[src/adc_ctrl_pkg.sv]
package adc_ctrl_pkg;

	// ----------------------------------------
	// Scan codes and counts
	// ----------------------------------------
	localparam logic [1:0] SCAN_UP = 2'h0;
	localparam logic [1:0] SCAN_REPEAT = 2'h1;
	localparam logic [1:0] SCAN_RSVD = 2'h2;
	localparam logic [1:0] SCAN_SINGLE = 2'h3;
	localparam logic [3:0] REPEAT_COUNT = 4'h8;
	localparam logic [3:0] SINGLE_COUNT = 4'h1;
	localparam int RES_BITS = 10;
	localparam int FIFO_DEPTH = 8;
	localparam logic [9:0] BIPOLAR_FLIP = 10'h200;

	// ----------------------------------------
	// Timing
	// ----------------------------------------
	localparam int CLK_MHZ = 100;
	localparam int REF_WAKE_MS = 10;
	localparam int REF_WAKE_CYCLES = REF_WAKE_MS * 1000 * 1000 * CLK_MHZ / 1000;

	// ----------------------------------------
	// Types
	// ----------------------------------------
	typedef enum logic [2:0] {
		ST_IDLE = 3'h0,
		ST_CONV = 3'h1,
		ST_STORE = 3'h3,
		ST_NEXT = 3'h7,
		ST_DONE = 3'h2
	} scan_state_t;

	typedef struct packed {
		logic [1:0] scan;
		logic cs;
		logic single_ended;
	} cfg_t;

	typedef struct packed {
		logic [2:0] ref_sel;
		logic clk_ext;
		logic bipolar;
	} setup_t;

	typedef struct packed {
		logic addr_ok;
		logic stop;
		logic rstart;
		logic nack;
	} bus_evt_t;

	typedef struct packed {
		scan_state_t st;
		cfg_t cfg;
		setup_t setup;
		logic [3:0] cnt;
		logic ch;
		logic [9:0] res;
		logic pwr;
		logic ref_on;
		logic ref_oe;
		logic [19:0] ref_cnt;
		logic ref_ready;
		logic scl_oe;
		logic scl_o;
		logic adc_start;
		logic flush;
		logic s1;
		logic s2;
		logic s3;
	} ctrl_state_t;

	// ----------------------------------------
	// Reset values
	// ----------------------------------------
	localparam cfg_t CFG_RST = '{scan: SCAN_UP, cs: 1'b0, single_ended: 1'b1};
	localparam setup_t SETUP_RST = '{ref_sel: 3'h0, clk_ext: 1'b0, bipolar: 1'b0};

endpackage

[src/adc_scan_power_reference_ctrl.sv]
`timescale 1ns/1ps
`default_nettype none

// ----------------------------------------
// Result buffer
// ----------------------------------------
module result_fifo #(
	parameter int WIDTH = 10,
	parameter int DEPTH = 8
) (
	input wire logic clk,
	input wire logic sys_rst,
	input wire logic clear,
	input wire logic in_valid,
	output logic in_ready,
	input wire logic [WIDTH-1:0] in_data,
	output logic out_valid,
	input wire logic out_ready,
	output logic [WIDTH-1:0] out_data
);
	localparam int AW = $clog2(DEPTH);
	// Contents not reset; undefined until written
	logic [WIDTH-1:0] mem [DEPTH];
	logic [AW:0] wr_q;
	logic [AW:0] rd_q;
	logic [AW:0] wr_d;
	logic [AW:0] rd_d;
	logic empty_q;
	logic [WIDTH-1:0] head_q;
	logic push;
	logic full;
	logic empty;

	// Extra pointer bit separates full from empty
	assign full = (wr_q[AW] != rd_q[AW]) && (wr_q[AW-1:0] == rd_q[AW-1:0]);
	assign empty = empty_q;
	assign push = in_valid && !full;
	assign in_ready = !full;
	// Flag and head word registered so the outputs leave flip-flops
	assign out_valid = !empty_q;
	assign out_data = head_q;

	always_ff @(posedge clk) begin
		if (push) begin
			mem[wr_q[AW-1:0]] <= in_data;
		end
	end

	// Next pointers; clear drops everything stored
	always_comb begin
		wr_d = wr_q;
		rd_d = rd_q;
		if (push) begin
			wr_d = wr_q + 1'b1;
		end
		if (out_ready && !empty_q) begin
			rd_d = rd_q + 1'b1;
		end
		if (sys_rst || clear) begin
			wr_d = '0;
			rd_d = '0;
		end
	end

	// Head word forwarded when a push lands on the slot read next
	always_ff @(posedge clk) begin
		wr_q <= wr_d;
		rd_q <= rd_d;
		empty_q <= (wr_d == rd_d);
		if (push && (wr_q[AW-1:0] == rd_d[AW-1:0])) begin
			head_q <= in_data;
		end else begin
			head_q <= mem[rd_d[AW-1:0]];
		end
	end
endmodule

// Notes on behaviour
// - Scan code 00 converts inputs upward from input 0 to channel select.
// - Scan code 01, internal clock: eight conversions of the selected input.
// - Scan code 11, internal clock: one conversion of the selected input.
// - External clock: codes 01 and 11 convert endlessly until not-acknowledge.
// - Reset: single-ended, unipolar, one conversion on input 0, internal clock, supply ref.
// - Result memory is uninitialised after power-up.
// - Idle powers analog down; internal reference follows reference select.
// - Internal clock: power down once all scan results are stored.
// - Internal-clock results survive shutdown until stop or repeated start.
// - Idle waits for address; valid address byte powers analog up.
// - Internal reference with low bit 1, once on, stays on until reference select changes.
// - Reference pin output is high impedance during shutdown.
// - Select top bit 0: middle bit picks supply or pin, reference off.
// - Select top bits 11: internal reference driven out on reference pin.
// - With internal reference, low bit keeps it on or off between conversions.
// - Results are 10-bit: straight binary unipolar, two's complement bipolar.
// - Clock bit 0 selects internal oscillator, 1 serial clock; default 0.
// - Internal clock: hold serial clock low until scan results stored.
module adc_scan_power_reference_ctrl
	import adc_ctrl_pkg::*;
#(
	parameter int REF_WAKE = REF_WAKE_CYCLES
) (
	input wire logic clk,
	input wire logic sys_rst,
	input wire logic cfg_wr,
	input wire cfg_t cfg_in,
	input wire logic setup_wr,
	input wire setup_t setup_in,
	input wire bus_evt_t evt,
	input wire logic scl_pin,
	output logic scl_o,
	output logic scl_oe,
	output logic adc_start,
	output logic adc_ch,
	input wire logic adc_done,
	input wire logic [RES_BITS-1:0] adc_code,
	output logic analog_pwr,
	output logic ref_on,
	output logic ref_oe,
	output logic ref_ready,
	output cfg_t cfg_out,
	output setup_t setup_out,
	output logic rd_valid,
	input wire logic rd_ready,
	output logic [RES_BITS-1:0] rd_data
);
	ctrl_state_t q;
	ctrl_state_t d;
	logic fifo_ready;
	logic scl_rise;
	logic forever_scan;
	logic [3:0] total;
	logic [3:0] cnt_inc;
	logic scan_end;

	// ----------------------------------------
	// Scan bookkeeping
	// ----------------------------------------
	// Edge taken from the second and third stages only
	assign scl_rise = q.s2 && !q.s3;
	assign forever_scan = q.setup.clk_ext && (q.cfg.scan != SCAN_UP);
	assign cnt_inc = q.cnt + 4'h1;
	// Reserved code treated as single; undefined by design
	always_comb begin
		case (q.cfg.scan)
			SCAN_UP: total = {3'h0, q.cfg.cs} + 4'h1;
			SCAN_REPEAT: total = REPEAT_COUNT;
			default: total = SINGLE_COUNT;
		endcase
	end
	assign scan_end = !forever_scan && (cnt_inc == total);

	// ----------------------------------------
	// Next state
	// ----------------------------------------
	always_comb begin
		d = q;
		d.s1 = scl_pin;
		d.s2 = q.s1;
		d.s3 = q.s2;
		d.adc_start = 1'b0;
		d.flush = 1'b0;
		d.scl_o = 1'b0;
		// Configuration writes
		if (cfg_wr) begin
			d.cfg = cfg_in;
		end
		if (setup_wr) begin
			d.setup = setup_in;
		end
		case (q.st)
			ST_IDLE: begin
				if (evt.addr_ok) begin
					d.pwr = 1'b1;
					d.ch = (q.cfg.scan == SCAN_UP) ? 1'b0 : q.cfg.cs;
					d.cnt = 4'h0;
					d.adc_start = 1'b1;
					d.scl_oe = !q.setup.clk_ext;
					d.flush = 1'b1;
					d.st = ST_CONV;
				end
			end
			ST_CONV: begin
				if (adc_done) begin
					// Converter delivers offset binary
					d.res = q.setup.bipolar ? (adc_code ^ BIPOLAR_FLIP) : adc_code;
					d.st = ST_STORE;
				end
			end
			ST_STORE: begin
				// Full buffer stalls the scan here
				if (fifo_ready) begin
					d.cnt = cnt_inc;
					if (q.cfg.scan == SCAN_UP) begin
						d.ch = q.ch + 1'b1;
					end
					d.st = scan_end ? ST_DONE : ST_NEXT;
				end
			end
			ST_NEXT: begin
				// External mode paces on the serial clock
				if (!q.setup.clk_ext || scl_rise) begin
					d.adc_start = 1'b1;
					d.st = ST_CONV;
				end
			end
			ST_DONE: begin
				d.pwr = 1'b0;
				d.scl_oe = 1'b0;
				d.st = ST_IDLE;
			end
			default: begin
				d.st = ST_IDLE;
			end
		endcase
		// External mode also idles on not-acknowledge, stop or repeated start
		if (q.setup.clk_ext && q.st != ST_IDLE && (evt.nack || evt.stop || evt.rstart)) begin
			d.pwr = 1'b0;
			d.scl_oe = 1'b0;
			d.st = ST_IDLE;
		end
		// Stored results dropped here and when a new scan starts
		if (evt.stop || evt.rstart) begin
			d.flush = 1'b1;
		end
		// Reference control
		d.ref_on = q.setup.ref_sel[2] && (q.setup.ref_sel[0] || d.pwr);
		d.ref_oe = (q.setup.ref_sel[2:1] == 2'b11) && d.pwr;
		if (!d.ref_on) begin
			d.ref_cnt = 20'h0;
		end else if (q.ref_cnt != REF_WAKE[19:0]) begin
			d.ref_cnt = q.ref_cnt + 20'h1;
		end
		d.ref_ready = d.ref_on && (q.ref_cnt == REF_WAKE[19:0]);
	end

	// ----------------------------------------
	// State register
	// ----------------------------------------
	always_ff @(posedge clk) begin
		if (sys_rst) begin
			q <= '0;
			q.st <= ST_IDLE;
			q.cfg <= CFG_RST;
			q.setup <= SETUP_RST;
			// Synchroniser starts at the idle-high level: no false edge after reset
			q.s1 <= 1'b1;
			q.s2 <= 1'b1;
			q.s3 <= 1'b1;
		end else begin
			q <= d;
		end
	end

	// Results buffer; memory left unreset
	result_fifo #(
		.WIDTH(RES_BITS),
		.DEPTH(FIFO_DEPTH)
	) u_fifo (
		.clk(clk),
		.sys_rst(sys_rst),
		.clear(q.flush),
		.in_valid(q.st == ST_STORE),
		.in_ready(fifo_ready),
		.in_data(q.res),
		.out_valid(rd_valid),
		.out_ready(rd_ready),
		.out_data(rd_data)
	);

	// Outputs
	assign scl_o = q.scl_o;
	assign scl_oe = q.scl_oe;
	assign adc_start = q.adc_start;
	assign adc_ch = q.ch;
	assign analog_pwr = q.pwr;
	assign ref_on = q.ref_on;
	assign ref_oe = q.ref_oe;
	assign ref_ready = q.ref_ready;
	assign cfg_out = q.cfg;
	assign setup_out = q.setup;
endmodule

`default_nettype wire

[config.mk]
export PLATFORM = sky130hd
export DESIGN_NAME = adc_scan_power_reference_ctrl
export DESIGN_NICKNAME = d
export VERILOG_FILES = /design/src/adc_ctrl_pkg.sv /design/src/adc_scan_power_reference_ctrl.sv
export SDC_FILE = /design/constraint.sdc
export NUM_CORES = 1
export LEC_CHECK = 0
export BUFFER_PORTS_ARGS = -buffer_cell sky130_fd_sc_hd__clkbuf_2
export CORE_AREA = 2 2 112 114
export DETAILED_ROUTE_END_ITERATION = 8
export DIE_AREA = 0 0 114 116
export GPL_ROUTABILITY_DRIVEN = 0
export PLACE_DENSITY_LB_ADDON = 0.05
export SYNTH_ARGS = -nofsm -noshare
export SYNTH_HDL_FRONTEND = slang
export SYNTH_SLANG_ARGS = --single-unit
[constraint.sdc]
create_clock -name clk -period 2.3 [get_ports clk]
set_clock_uncertainty 0.05 [all_clocks]
set_input_delay 0.46 -clock clk [delete_from_list [all_inputs] [get_ports clk]]
set_output_delay 0.46 -clock clk [all_outputs]
set_load 0.1 [all_outputs]
Word level (Yosys, flattened, before mapping)
Memories as Yosys holds them, arrays and structs flattened. A register that Yosys moved wholly into a read port is not among the register bits.
Cells that the tools add are included.
{"block": "totals", "register_bits": 67, "inputBits": 30, "mem_bits_rw": 80, "memories": 1, "wordCells": 115, "latchBits": 0, "out_inout_bits": 28, "romBits": 0}
{"block": "classes", "shift": 0, "bitwise": 2, "magnitude_cmp": 0, "reduce_logical": 35, "muxes": 29, "add_sub_neg": 6, "eq_ne": 17, "mul": 0, "div_mod_pow": 0}
{"name": "u_fifo.mem", "depth": 8, "width": 10, "read_ports": 1, "rd_ports_with_merged_regs": 1, "wr": 1, "line": "adc_scan_power_reference_ctrl.sv:23", "source": "logic [WIDTH-1:0] mem [DEPTH];"}
{"operator": "20-bit by 1-bit adder with 20-bit output (second input constant)", "count": 1}
{"operator": "20-bit == test (second input constant)", "count": 1}
{"operator": "20-bit inequality test (second input constant)", "count": 1}
{"operator": "4-bit 2-to-1 mux", "count": 4}
{"operator": "3-bit 2-to-1 mux", "count": 5}
{"operator": "4-bit by 1-bit adder with 4-bit output (second input constant)", "count": 3}
{"operator": "3-bit case mux with 4 select lines", "count": 1}
{"operator": "1-bit logical AND", "count": 11}
{"operator": "1-bit 2-to-1 mux", "count": 10}
{"operator": "10-bit 2-to-1 mux", "count": 1}
{"operator": "5-bit 2-to-1 mux", "count": 2}
{"operator": "2-bit inequality test (second input constant)", "count": 5}
{"operator": "5-bit case mux with 2 select lines", "count": 1}
{"operator": "4-bit == test", "count": 2}
{"operator": "4-bit case mux with 2 select lines", "count": 1}
{"operator": "4-bit AND reduction", "count": 2}
{"operator": "3-bit by 2-bit == test with 1-bit output (second input constant)", "count": 2}
{"operator": "1-bit logical OR", "count": 6}
{"operator": "1-bit case mux with 2 select lines", "count": 3}
{"operator": "2-bit nonzero test", "count": 3}
{"operator": "1-bit zero test", "count": 5}
{"operator": "2-bit AND reduction", "count": 2}
{"operator": "2-bit OR reduction", "count": 2}
{"operator": "3-bit by 1-bit == test with 1-bit output (second input constant)", "count": 1}
{"operator": "13 further kinds", "count": 14}

Depth between registers and ports, before layout
{"block": "logic_depth", "ltp_word": 8, "depth_mapped": 7, "mapped_depth_nobuf": 6}

Cells and area by module
From an unflattened synthesis, not the netlist that was laid out.
{"block": "hier_totals", "cells_unflattened": 494, "area_unflattened_um2": 6291.0}
{"mod": "result_fifo", "instances": 1, "cells_each": 190, "area_each_um2": 3668.5, "seq_area_each_um2": 2582.5}
{"mod": "adc_scan_power_reference_ctrl", "instances": 1, "cells_each": 304, "area_each_um2": 2622.5, "seq_area_each_um2": 1141.1}

Worst setup path before layout
Ideal clock, no wire load.
{"block": "synth_path", "path_type": "flip-flop to flip-flop", "startpoint": "reg u_fifo.rd_q[1]", "endpoint": "mem u_fifo.mem[0][0], enable pin", "path_slack_ns": -0.136, "required_time_ns": 1.860, "path_stages_with_launch": 7, "setup_time_ns": 0.390, "n_path_buf": 2, "arrival_ns": 1.996, "synth_period_minus_slack_ns": 2.436, "path_cell_list": "dfxtp_1 > buf_6 > xor2_1 > o41a_1 > buf_6 > or2b_1 > nor3_1"}
{"block": "synth_via", "elab_chain_cells": 6}
{"element": "from (decl)", "line": "adc_scan_power_reference_ctrl.sv:25", "source": "logic [AW:0] rd_q;"}
{"element": "from (signal assigned)", "line": "adc_scan_power_reference_ctrl.sv:68", "source": "rd_q <= rd_d;"}
{"element": "3-bit == test", "line": "adc_scan_power_reference_ctrl.sv:35", "source": "assign full = (wr_q[AW] != rd_q[AW]) && (wr_q[AW-1:0] == rd_q[AW-1:0]);"}
{"element": "1-bit logical AND", "line": "adc_scan_power_reference_ctrl.sv:35"}
{"element": "1-bit zero test", "line": "adc_scan_power_reference_ctrl.sv:37", "source": "assign push = in_valid && !full;"}
{"element": "1-bit logical AND", "line": "adc_scan_power_reference_ctrl.sv:37"}
{"element": "1-bit 2-to-1 mux", "line": "adc_scan_power_reference_ctrl.sv:44", "source": "if (push) begin"}
{"element": "1-bit 2-to-1 mux (implied by the code)", "line": "adc_scan_power_reference_ctrl.sv:45", "source": "mem[wr_q[AW-1:0]] <= in_data;"}
{"element": "to (decl)", "line": "adc_scan_power_reference_ctrl.sv:23"}
Every way passes these cells.

==> results.cfg <==
[logic_synthesis]
ys.flop_type = edfxtp_1
synth_top_area_cell = edfxtp_1
syn_avg_cell_area_um2 = 12.6
yosysWarnings = 0
syn-num-nets = 530
synth_common_cells = edfxtp_1, dfxtp_1, nor2_1
synth_cell_type_count = 58
synth_seq_cells = 146
synth_area_um2 = 6240
yosysMostFrequentCell = edfxtp_1
synthArstFlopShare_pct = 0
synth_top_area_share_pct = 38.5
synthTopCellsByArea = edfxtp_1, dfxtp_1, mux4_2
synth_seq_area_share_pct = 59.7
synth_enable_flop_cells = 80
syn_inst = 495

[placement]
placed_area_um2 = 6890
dp_hpwl_um = 8050
port_buffers = 56

[outcome]
violations = negative setup slack
run_status = finished, violations left

[timing]
hold_viol = 0
maxSlewHeadroom_pct = 35.6
fmax_ghz = 0.410
report.final.setup_viol = 10
final_max_slew_viol_count = 0
period_minus_slack_ps = 2440
finalHoldWorstSlack_ps = 184
worst_pin_slew_ps = 962
rsz0062_at_grt = yes
period_share_pct = 106
finalWorstSetupSlack_ps = -138

[worst_setup_path]
r2r-end = u_fifo.mem[2][3]
critical-path-top-delay-family = multiplexers
endpoint = rd_data[7]
regToRegSetupSlack_ps = 130
path_depth = 4
startpoint_type = flop
path_cells = buf_12, mux4_2, mux2_4, buf_12
cp.required_ps = 1790
crit_arrival_ps = 1930
critPathMaxFanout = 12
critPathCaptureType = output port
crit_path_max_incr_delay_ps = 510
r2r_start = u_fifo.rd_q[0]
critPathMostFrequentCell = buf_12
r2r_cells = 7
cp.buffers_inverters = 2
crit_slowest_cell = mux4_2
crit_type = reg -> out
crit_start = u_fifo.rd_q[0]

[worst_hold_path]
hold_start = scl_pin
hold_class = in -> reg

[grt]
grt_antenna_before_repair = 0
grt_use_total_pct = 19.7
grt_max_degree = 27
gr-total-overflow = 0
grt_pass1_vias = 3853
grt_pass1_wl_um = 19600

[floorplanning]
start_util_pct = 52.4
num_rows = 40
die_area_um2 = 13200
die_h_um = 116
ios = 58
die_w_um = 114
coreArea_um2 = 11900

[power]
ir_worst_vdd_mv = 0.451
power_leakage_nw = 2.79
p_total_mw = 5.83
powerDensity_nw_per_um2 = 772

[route]
remaining_drc_errors = 0
routed-wl-met2_um = 5840
ant_nets = 0
drt-met1-wl_um = 5300
vias = 3905
wl_met3_um = 619
wl_per_cell_um = 16.5
drt-total-wl_um = 12000
viasPerCell = 5.37
top_layer = met4
drtIter0Drc = 171
firstDrtPassIters = 4

[clock_network]
clk_pin_slew_ps = 50
root_buffer = clkbuf_16
cts_max_level = 4
cts_tree = built
cts_buffers = 17
clkSinkCount = 146
clk-insertion-delay-late_ps = 410
cts_buffer_depth = 2
cts_hold_repair.buffers = 0

[layout]
nets = 602
diodes = 0
area_delta_synth_final_pct = 21.1
num-fill-cells = 928
final_util_pct = 63.4
drive_gt1_share_pct = 28.4
fin_area_um2 = 7550

[run]
drv_cap = 0
## flip-flops by register name, indices dropped and copies added (netlist names)
register      cells
cfg_out           4
u_fifo.mem       80
ref_oe            1
u_fifo.wr_q       4
adc_ch            1
u_fifo.rd_q       4
adc_start         1
setup_out         5
q                39
d                 2
ref_on            1
ref_ready         1
analog_pwr        1
scl_oe            1
u_fifo.empty      1
## per-layer routing
layer,track usage (%),vias up
li1,-,1914
met1,24.9,1878
met2,32.5,96
met3,5.18,17
met4,8.29,0
met5,0,-
## power breakdown
part	internal [mW]	switching, mW
clock	1.69	0.984
sequential	2.78	0.0391
combinational	0.103	0.238
total	4.57	1.26
## cell families after synthesis
group                    Yosys count  synth area share, %
multiplexers                      41                 10.8
XOR/XNOR                          36                 5.51
AND/OR/NAND/NOR                  173                 14.2
adder cells (fa/ha/maj)            5                 1.00
buffers and inverters             43                 3.69
other                              1               0.0601
AO/OA/AOI/OAI                     50                 5.03
flip-flops                       146                 59.7
## cells in the final DEF (no fill, tap or decap), types with 7 or more instances in the layout
| cell | Yosys | final |
|---|---|---|
| edfxtp_1 | 80 | 80 |
| dfxtp_1 | 66 | 65 |
| nor2_1 | 55 | 54 |
| clkbuf_2 | 0 | 46 |
| nand2_1 | 37 | 37 |
| buf_4 | 11 | 29 |
| a21oi_1 | 23 | 23 |
| mux4_2 | 20 | 20 |
| xnor2_1 | 18 | 18 |
| clkbuf_16 | 0 | 17 |
| xor2_1 | 15 | 15 |
| nand3_1 | 12 | 12 |
| buf_12 | 0 | 12 |
| mux2_4 | 0 | 10 |
| mux2i_1 | 10 | 10 |
| o21ai_0 | 11 | 10 |
| inv_1 | 8 | 8 |
| nand2b_1 | 8 | 8 |
| nor2b_1 | 7 | 7 |
## worst min-delay path by stage
stage	cells past startpoint	to	slack, ps
after floorplan	1	d[0]	340
after global placement	1	d[0]	340
after detailed placement	1	d[0]	340
after CTS	2	d[1]	170
after global routing	2	d[1]	190
final	2	d[1]	180
## what timing repair did
item                       CTS  global route
setup endpoints to repair   10            10
gates cloned                 0             0
setup buffers                2             0
pin swaps                    0             0
resized for setup           20             0
## stage by stage
stage | instances | setup TNS (ps) | setup slack (ps)
global route | 727 | -1860 | -197
CTS | 727 | -1510 | -162
floorplan | 495 | 0 | 47.8
global placement | 693 | 0 | 108
finish | 727 | -1270 | -138
detailed placement | 693 | 0 | 64.4
## area by class of cell
| type | instances | area, µm² | area share, % |
|---|---|---|---|
| Inverter | 8 | 30.0 | 0.397 |
| Multi-Input combinational cell | 306 | 2340 | 30.9 |
| Timing Repair Buffer | 88 | 699 | 9.26 |
| Clock inverter | 12 | 140 | 1.85 |
| Clock buffer | 20 | 437 | 5.78 |
| Tap cell | 147 | 184 | 2.43 |
| Sequential cell | 146 | 3730 | 49.3 |
(Power assumes the default switching activity.)
